`src/hdl/exec_pkg.sv`:
```
// Shared constants and carrier types for the small execution block.
// Assumes a single core clock; the Q phase counter lives in the block.
`default_nettype none
package exec_pkg;
	// Opcode patterns (upper bits of the 16-bit instruction word)
	localparam logic [6:0]  TSTSKIP_OP    = 7'h33;   // 0110 011a
	localparam logic [7:0]  XORIMM_OP     = 8'h0A;   // 0000 1010
	localparam logic [13:0] TBLWR_OP      = 14'h0003; // 0000 0000 0000 11nn
	localparam logic [7:0]  ACCESS_LIMIT  = 8'h5F;   // Indexed offset limit
	localparam logic [3:0]  BANK_ACCESS_HI = 4'hF;   // Upper access half
	localparam logic [7:0]  ACCESS_SPLIT  = 8'h60;
	localparam int          HOLD_COUNT    = 8;
	localparam int          PTR_WIDTH     = 21;
	localparam logic [1:0]  Q_LAST        = 2'h3;
	localparam logic [1:0]  Q_READ        = 2'h1;
	localparam logic [1:0]  Q_WRITE       = 2'h3;
	localparam logic [7:0]  ACC_RESET     = 8'h00;
	localparam logic [20:0] PTR_RESET     = 21'h000000;
	localparam logic [1:0]  TBL_NOCHANGE  = 2'h0;
	localparam logic [1:0]  TBL_POSTINC   = 2'h1;
	localparam logic [1:0]  TBL_POSTDEC   = 2'h2;
	localparam logic [1:0]  TBL_PREINC    = 2'h3;

	// Operand address as presented to the register file
	typedef struct packed {
		logic       indexed;  // Indexed literal offset mode
		logic [11:0] addr;    // Full 12-bit file address
	} operand_addr_type;

	typedef struct packed {
		logic neg;
		logic zero;
	} flags_type;
endpackage
`default_nettype wire

```
`src/hdl/skip_xor_exec.sv`:
```
// Execution logic for test-and-skip, xor-immediate and table write tail.
// Assumes instructions arrive with instr_valid in phase Q1 of a cycle and
// that the fetch unit reports whether the prefetched word is two words.
//
// Notes on behaviour
// - Zero operand on test-and-skip discards the prefetched instruction.
// - Test-and-skip takes one cycle, two when skipping a one-word follower.
// - Skipping a two-word follower makes three cycles in total.
// - Each inserted cycle does nothing in all four phases.
// - Bank bit zero takes the operand from the access bank.
// - Bank bit one uses the bank select register for the operand bank.
// - Extended set, bank bit zero, address up to 95: indexed offset.
// - Xor-immediate writes result to accumulator, sets N and Z, one cycle.
// - Table write puts the latch into the holding register pointer selects.
// - Pointer bit zero selects low byte when clear, high when set.
`timescale 1ns/10ps
`default_nettype none
module skip_xor_exec (
	input  wire logic                      clk_sys,
	input  wire logic                      rst_n,
	input  wire logic                      instr_valid,
	input  wire logic [15:0]               instr_word,
	input  wire logic                      next_two_word,
	input  wire logic                      ext_set_en,
	input  wire logic [3:0]                bank_select_reg,
	input  wire logic [7:0]                file_rd_data,
	input  wire logic [7:0]                table_latch_reg,
	input  wire logic [2:0]                hold_rd_addr,
	output exec_pkg::operand_addr_type     operand,
	output logic      [1:0]                q_phase,
	output logic                           busy,
	output logic                           nop_cycle,
	output logic                           discard_fetch,
	output logic      [7:0]                accumulator,
	output exec_pkg::flags_type            flags,
	output logic      [20:0]               table_pointer_reg,
	output logic                           byte_high,
	output logic      [7:0]                hold_rd_data
);
	typedef enum logic [1:0] {IDLE, EXEC, NOP1, NOP2} state_type;

	state_type   state_reg;
	state_type   state_next;
	logic [15:0] ir_reg;
	logic        two_reg;
	logic        is_tst;
	logic        is_xor;
	logic        is_tbl;
	logic        skip_now;
	logic        hold_we;

	function automatic exec_pkg::operand_addr_type decode_addr(
		input logic       abit,
		input logic [7:0] f,
		input logic [3:0] bank_sel,
		input logic       ext);
		exec_pkg::operand_addr_type r;
		r.indexed = 1'b0;
		if (abit) begin
			r.addr = {bank_sel, f};
		end else if (ext && f <= exec_pkg::ACCESS_LIMIT) begin
			r.indexed = 1'b1;
			r.addr    = {4'h0, f};
		end else if (f < exec_pkg::ACCESS_SPLIT) begin
			r.addr = {4'h0, f};
		end else begin
			r.addr = {exec_pkg::BANK_ACCESS_HI, f};
		end
		return r;
	endfunction

	// Opcode decode of the latched instruction
	assign is_tst = (ir_reg[15:9] == exec_pkg::TSTSKIP_OP);
	assign is_xor = (ir_reg[15:8] == exec_pkg::XORIMM_OP);
	assign is_tbl = (ir_reg[15:2] == exec_pkg::TBLWR_OP);
	assign operand = decode_addr(ir_reg[8], ir_reg[7:0], bank_select_reg,
		ext_set_en);
	assign skip_now = (state_reg == EXEC) && is_tst &&
		(q_phase == exec_pkg::Q_LAST) && (file_rd_data == 8'h00);
	assign busy = (state_reg != IDLE);
	assign nop_cycle = (state_reg == NOP1) || (state_reg == NOP2);
	assign discard_fetch = skip_now;
	assign byte_high = table_pointer_reg[0];

	// Four-phase counter; stays at Q1 while idle so instructions align
	always_ff @(posedge clk_sys or negedge rst_n) begin
		if (!rst_n) begin
			q_phase <= 2'h0;
		end else if (busy || instr_valid) begin
			q_phase <= q_phase + 2'h1;
		end
	end

	// Instruction capture
	always_ff @(posedge clk_sys or negedge rst_n) begin
		if (!rst_n) begin
			ir_reg  <= 16'h0000;
			two_reg <= 1'b0;
		end else if (state_reg == IDLE && instr_valid) begin
			ir_reg <= instr_word;
		end else if (state_reg == EXEC && q_phase == exec_pkg::Q_LAST) begin
			two_reg <= next_two_word;
		end
	end

	// Cycle sequencing: skip inserts one or two dead cycles
	always_comb begin
		state_next = state_reg;
		case (state_reg)
			IDLE: begin
				if (instr_valid) begin
					state_next = EXEC;
				end
			end
			EXEC: begin
				if (q_phase == exec_pkg::Q_LAST) begin
					state_next = skip_now ? NOP1 : IDLE;
				end
			end
			NOP1: begin
				if (q_phase == exec_pkg::Q_LAST) begin
					state_next = two_reg ? NOP2 : IDLE;
				end
			end
			NOP2: begin
				if (q_phase == exec_pkg::Q_LAST) begin
					state_next = IDLE;
				end
			end
			default: state_next = IDLE;
		endcase
	end

	always_ff @(posedge clk_sys or negedge rst_n) begin
		if (!rst_n) begin
			state_reg <= IDLE;
		end else begin
			state_reg <= state_next;
		end
	end

	// Accumulator and flags; only xor-immediate writes them here
	always_ff @(posedge clk_sys or negedge rst_n) begin
		if (!rst_n) begin
			accumulator <= exec_pkg::ACC_RESET;
			flags       <= '0;
		end else if (state_reg == EXEC && is_xor &&
			q_phase == exec_pkg::Q_WRITE) begin
			accumulator <= accumulator ^ ir_reg[7:0];
			flags.neg   <= accumulator[7] ^ ir_reg[7];
			flags.zero  <= ((accumulator ^ ir_reg[7:0]) == 8'h00);
		end
	end

	// Table write tail: store latch and adjust the pointer on the same edge
	assign hold_we = (state_reg == EXEC) && is_tbl &&
		(q_phase == exec_pkg::Q_WRITE);
	always_ff @(posedge clk_sys or negedge rst_n) begin
		if (!rst_n) begin
			table_pointer_reg <= exec_pkg::PTR_RESET;
		end else if (hold_we) begin
			case (ir_reg[1:0])
				exec_pkg::TBL_POSTINC, exec_pkg::TBL_PREINC:
					table_pointer_reg <= table_pointer_reg + 21'h1;
				exec_pkg::TBL_POSTDEC:
					table_pointer_reg <= table_pointer_reg - 21'h1;
				default: table_pointer_reg <= table_pointer_reg;
			endcase
		end
	end

	// Pre-increment writes into the slot after the old pointer
	holding_mem u_hold (
		.clk_sys (clk_sys),
		.rst_n   (rst_n),
		.wr_en   (hold_we),
		.wr_addr ((ir_reg[1:0] == exec_pkg::TBL_PREINC) ?
			3'(table_pointer_reg[2:0] + 3'h1) : table_pointer_reg[2:0]),
		.wr_data (table_latch_reg),
		.rd_addr (hold_rd_addr),
		.rd_data (hold_rd_data)
	);

	chk_skip_discard: assert property (
		@(posedge clk_sys) disable iff (!rst_n)
		skip_now |=> state_reg == NOP1) else $error("skip lost");
	chk_noskip_one: assert property (
		@(posedge clk_sys) disable iff (!rst_n)
		(state_reg == EXEC && q_phase == 2'h3 && !skip_now) |=>
		state_reg == IDLE) else $error("no-skip long");
	chk_two_word: assert property (
		@(posedge clk_sys) disable iff (!rst_n)
		(state_reg == NOP1 && q_phase == 2'h3 && two_reg) |=>
		state_reg == NOP2 [*4] ##1 state_reg == IDLE)
		else $error("two-word skip length");
	chk_nop_idle: assert property (
		@(posedge clk_sys) disable iff (!rst_n)
		nop_cycle |=> $stable(accumulator) && $stable(table_pointer_reg))
		else $error("nop changed state");
	chk_bank_sel: assert property (
		@(posedge clk_sys) disable iff (!rst_n)
		ir_reg[8] |-> operand.addr[11:8] == bank_select_reg && !operand.indexed)
		else $error("bank select");
	chk_access_bank: assert property (
		@(posedge clk_sys) disable iff (!rst_n)
		(!ir_reg[8] && !ext_set_en && ir_reg[7:0] < 8'h60) |->
		operand.addr[11:8] == 4'h0) else $error("access low");
	chk_indexed: assert property (
		@(posedge clk_sys) disable iff (!rst_n)
		(!ir_reg[8] && ext_set_en) |->
		operand.indexed == (ir_reg[7:0] <= 8'h5F))
		else $error("indexed mode");
	chk_xor_result: assert property (
		@(posedge clk_sys) disable iff (!rst_n)
		(state_reg == EXEC && is_xor && q_phase == 2'h3) |=>
		accumulator == ($past(accumulator) ^ ir_reg[7:0]) &&
		flags.zero == (accumulator == 8'h00) && flags.neg == accumulator[7])
		else $error("xor result");
	chk_tst_flags: assert property (
		@(posedge clk_sys) disable iff (!rst_n)
		(busy && is_tst) |=> $stable(flags))
		else $error("flags touched");
	chk_tbl_ptr: assert property (
		@(posedge clk_sys) disable iff (!rst_n)
		(hold_we && ir_reg[1:0] == 2'h1) |=>
		table_pointer_reg == $past(table_pointer_reg) + 21'h1)
		else $error("pointer step");
	// Any single pointer step must swap between low and high byte
	chk_byte_sel: assert property (
		@(posedge clk_sys) disable iff (!rst_n)
		(hold_we && ir_reg[1:0] != exec_pkg::TBL_NOCHANGE) |=>
		byte_high != $past(byte_high)) else $error("byte select");
endmodule
`default_nettype wire

```
`src/hdl/holding_mem.sv`:
```
// Eight-byte table write holding memory with registered read data.
// Assumes one writer; read port reflects content one clock later.
`timescale 1ns/10ps
`default_nettype none
module holding_mem (
	input  wire logic       clk_sys,
	input  wire logic       rst_n,
	input  wire logic       wr_en,
	input  wire logic [2:0] wr_addr,
	input  wire logic [7:0] wr_data,
	input  wire logic [2:0] rd_addr,
	output logic      [7:0] rd_data
);
	logic [7:0] mem_reg [exec_pkg::HOLD_COUNT];

	// Storage; erased flash pattern after reset
	always_ff @(posedge clk_sys or negedge rst_n) begin
		if (!rst_n) begin
			for (int i = 0; i < exec_pkg::HOLD_COUNT; i++) begin
				mem_reg[i] <= 8'hFF;
			end
		end else if (wr_en) begin
			mem_reg[wr_addr] <= wr_data;
		end
	end

	// Registered read
	always_ff @(posedge clk_sys or negedge rst_n) begin
		if (!rst_n) begin
			rd_data <= 8'h00;
		end else begin
			rd_data <= mem_reg[rd_addr];
		end
	end
endmodule
`default_nettype wire

```
`config.mk`:
```
export PLATFORM = sky130hd
export DESIGN_NAME = skip_xor_exec
export DESIGN_NICKNAME = d
export VERILOG_FILES = /design/src/hdl/exec_pkg.sv /design/src/hdl/skip_xor_exec.sv /design/src/hdl/holding_mem.sv
export SDC_FILE = /design/constraint.sdc
export NUM_CORES = 1
export LEC_CHECK = 0
export BUFFER_PORTS_ARGS = -buffer_cell sky130_fd_sc_hd__buf_2
export CAP_MARGIN = 20
export CELL_PAD_IN_SITES_DETAIL_PLACEMENT = 2
export CELL_PAD_IN_SITES_GLOBAL_PLACEMENT = 2
export CORE_MARGIN = 10
export CORE_UTILIZATION = 34
export DETAILED_ROUTE_END_ITERATION = 8
export PLACE_DENSITY_LB_ADDON = 0.1
export SYNTH_ARGS = -nofsm -noshare
export SYNTH_HDL_FRONTEND = slang
export SYNTH_SLANG_ARGS = --single-unit
```
`constraint.sdc`:
```
create_clock -name clk_sys -period 2.94 [get_ports clk_sys]
set_clock_uncertainty 0.15 [all_clocks]
set_input_delay 0.147 -clock clk_sys [delete_from_list [all_inputs] [get_ports clk_sys]]
set_output_delay 0.147 -clock clk_sys [all_outputs]
set_load 0.02 [all_outputs]
```
==> key figures <==
Worst setup path
  – Cell class contributing the biggest share of worst-path delay: simple AND/OR/NAND/NOR gates
  – Largest incremental delay on the critical path: 0.46 ns
  – Critical-path cell with the highest stage delay: sky130_fd_sc_hd__or4_1
  – Endpoint arrival time on the critical path: 2.91 ns
  – Largest driver fanout on the critical path: 5
  – Launching element of the worst setup path: ir_reg[0]
  – Category of the most critical setup path: register to register
  – Endpoint required time on the critical path: 3.13 ns
  – Worst Setup Start Kind: register
  – Setup slack, reg-to-reg: 0.21 ns
  – Most common cell type on the critical path: sky130_fd_sc_hd__nor3_1
  – Worst flop-to-flop path startpoint: ir_reg[0]
  – Critical path buffers and inverters: 0
  – Chain of cells forming the critical path: nand2b_1 > xnor2_1 > ha_1 > or4_1 > nor3_1 > and4b_1 > a211oi_1 > nor3_1
  – Cells on worst reg2reg path: 8
  – Endpoint class of the critical path: register
  – Worst R2R End: table_pointer_reg[18]

Yosys
  – Synth async-reset ratio: 100%
  – Number of distinct library cells after synthesis: 62
  – Syn Std Cell Area: 0.00646 mm²
  – Number of synthesized flops with an enable pin: 0
  – Synth top area cells: sky130_fd_sc_hd__dfstp_2 26%, sky130_fd_sc_hd__dfrtp_1 23%, sky130_fd_sc_hd__mux2_1 9.1%, sky130_fd_sc_hd__mux2_2 6.5%, sky130_fd_sc_hd__mux4_2 5.6%
  – Number of synthesis warnings: 0
  – Portion of the post-synthesis area used by sequential elements: 48.9%
  – Most common library cells after synthesis: 64 x sky130_fd_sc_hd__dfstp_2, 59 x sky130_fd_sc_hd__dfrtp_1, 52 x sky130_fd_sc_hd__mux2_1, 40 x sky130_fd_sc_hd__nand2_1, 37 x sky130_fd_sc_hd__mux2_2
  – Cell with the most instances after synthesis: sky130_fd_sc_hd__dfstp_2
  – Most frequently used flop master after synthesis: sky130_fd_sc_hd__dfstp_2
  – Post-synth top area cell: sky130_fd_sc_hd__dfstp_2
  – Net count after synthesis: 590
  – Number of flip-flops and latches in the synthesized netlist: 123
  – Post-synthesis cell count: 543
  – Share of the synthesized area in the top cell type: 26.0%
  – Post-Syn Area per Cell: 11.9 µm²

GRT
  – Global routing usage on met3: 3.55%
  – Remaining global-route overflow: 0
  – Gr usage total: 16.8%
  – First-pass GRT wire length: 32.3 mm
  – Met2 usage: 29.7%
  – Met1 demand-to-capacity share in global routing: 19.6%
  – Vias in the first global route: 5644
  – Maximum number of pins on one net before global-route repair: 66
  – Antenna violations before repair: 0
  – Global routing's busiest layer: met2

Final layout
  – Antenna Cells: 0
  – Fraction of final layout cells sized beyond drive strength 1: 40.8%
  – Number of nets at the end of the flow: 723
  – Layout area overhead: 25.8%
  – Flip-flop count of the largest register, all copies and words added: 64

Power
  – Worst IR drop on VDD: 364 µV
  – Int Pwr: 3.83 mW
  – Leakage dissipation: 3.61 nW
  – Power density relative to cell area: 716 mW/mm²
  – NetSw: 1.98 mW
  – Combinational group share of total power: 26.9%
  – Clock Power Share: 36.6%
  – Part of the power in registers: 36.5%
  – Proportion of total power due to net switching: 34.0%

STA
  – Final Hold Viols: 0
  – Final count of pins violating max slew: 0
  – Worst Max-Slew Pin Slew: 0.828 ns
  – Final setup fails: 0
  – Worst-case headroom to the max-slew limit: 44.8%
  – Max Fclk: 367 MHz
  – Least setup slack across all paths after layout: 0.213 ns
  – Total negative setup slack: 0 ns
  – Final Cycle Share: 92.8%
  – Unrepaired setup endpoints after global routing: false
  – Final critical path time including I/O delays and setup: 2.73 ns

Routing
  – Post-detailed-routing wire length: 19.9 mm
  – Average wire length per cell after detail routing: 21.6 µm
  – Initial DRC count: 97
  – First-pass DRT Iterations: 4
  – Residual DRC: 0
  – Via count: 4865
  – Detailed-route vias per instance: 5.28
  – ANT nets after route: 0

Min path
  – Endpoint, Worst Hold: u_hold.rd_data[1]
  – Start point of the worst hold path: hold_rd_addr[2]
  – Worst min path class: input pin to register
  – Worst hold path stage count: 2

Floorplan
  – Die area: 0.0249 mm²
  – Core Rows: 50
  – DIE HEIGHT: 158 µm
  – Starting utilization of the core area: 34.5%
  – Floorplan core area: 0.0187 mm²
  – Count of pins on the block boundary: 102
  – Die width: 158 µm

Clock tree
  – Clock slew seen by the registers of the worst setup and hold paths: 0.06 ns
  – Clk Tree Root Cell: sky130_fd_sc_hd__clkbuf_16
  – TritonCTS clock tree: yes
  – Clock tree sinks: 123
  – Cts bufs inserted: 17
  – H-tree depth: 4
  – Clock latency on the worst-skew pair: 0.42 ns
  – Buffers from clock root to sink, at most: 2

Place
  – Dpl hpwl: 13.8 mm
  – Port bufs: 101
  – Routability-driven placement congestion ratio: 0.783
  – Dpl ws: 0.250 ns

Status
  – Run status: complete, no violations

Job
  – Number of violations of the max-capacitance limit: 0
## power groups by stage
stage	Clock, mW	Combinational [mW]	Sequential [mW]
after detailed placement	0	1.54	2.15
after floorplan	0	1.06	2.13
after CTS	2.19	1.58	2.12
final	2.13	1.56	2.12
after global placement	0	1.50	2.13
after global routing	2.27	1.72	2.15
## per-layer routing
metal | up-vias | wire (µm)
met3 | 22 | 719
li1 | 2233 | -
met1 | 2522 | 8450
met5 | - | 0
met4 | 0 | 313
met2 | 88 | 10400
## cell families after synthesis
| logic type | share of synthesized area (%) |
|---|---|
| AO/OA/AOI/OAI | 5.83 |
| XOR/XNOR | 5.29 |
| flip-flops | 48.9 |
| buffers and inverters | 3.95 |
| adder cells (fa/ha/maj) | 0.581 |
| AND/OR/NAND/NOR | 13.6 |
| multiplexers | 21.9 |
## through the flow
step / cells / power, mW / hold slack [ns] / cell area (µm²) / util [%]
5_1_grt: 922 / 6.14 / 0.0438 / 8120 / 43.4
6_report: 922 / 5.81 / 0.0585 / 8120 / 43.4
4_1_cts: 921 / 5.90 / 0.0366 / 8110 / 43.4
2_1_floorplan: 543 / 3.19 / -0.299 / 6460 / -
3_5_place_dp: 860 / 3.69 / 0.155 / 7220 / 38.6
3_3_place_gp: 860 / 3.63 / 0.134 / 7220 / 38.6
## area by class of cell
type | count | area, µm²
inverters | 9 | 33.8
clock inverters | 12 | 139
repair buffers | 155 | 1000
multi-input cells | 370 | 3040
flip-flops and latches | 123 | 3160
well taps | 234 | 293
clock buffers | 19 | 453
fillers | 1923 | 10600
## cell usage in the layout (no fill, tap or decap), drive strengths merged, types with 3 or more instances in the layout
cell type    netlist  final
a211oi             3      3
nor3b              3      3
or4                9      9
clkbuf            16     19
or3                5      5
dfstp             64     64
mux2i              5      5
nor2              32     32
nor2b              4      4
nand2             40     40
ha                 3      3
dlygate4sd3        0     30
and3               3      3
nor4b              4      4
a2111oi            3      3
mux4              16     16
a21oi             15     15
buf               25    125
xor2              17     17
nor4              14     14
nand3             13     13
mux2              89     89
dfrtp             59     59
nand4              3      3
xnor2             22     22
o21ai             14     14
o211ai             3      3
clkinv             0      4
inv                9     13
nor3              22     22
## worst max-delay path by stage
stage | endpoint | slack, ns | cells past startpoint
after floorplan | table_pointer_reg[16] | 0.08 | 12
after global placement | u_hold.mem_reg[24] | 0.40 | 6
final | table_pointer_reg[18] | 0.21 | 8
after detailed placement | table_pointer_reg[18] | 0.25 | 10
after global routing | table_pointer_reg[18] | 0.005 | 10
after CTS | table_pointer_reg[18] | 0.16 | 10
## what timing repair did
item / 4_1_cts / 5_1_grt
buffers inserted: 0 / 1
hold endpoints to repair: 106 / 0
hold buffers: 30 / 0
endpoints found under the setup margin: 0 / 1
resized for setup: 0 / 0
(Power assumes the default switching activity.)
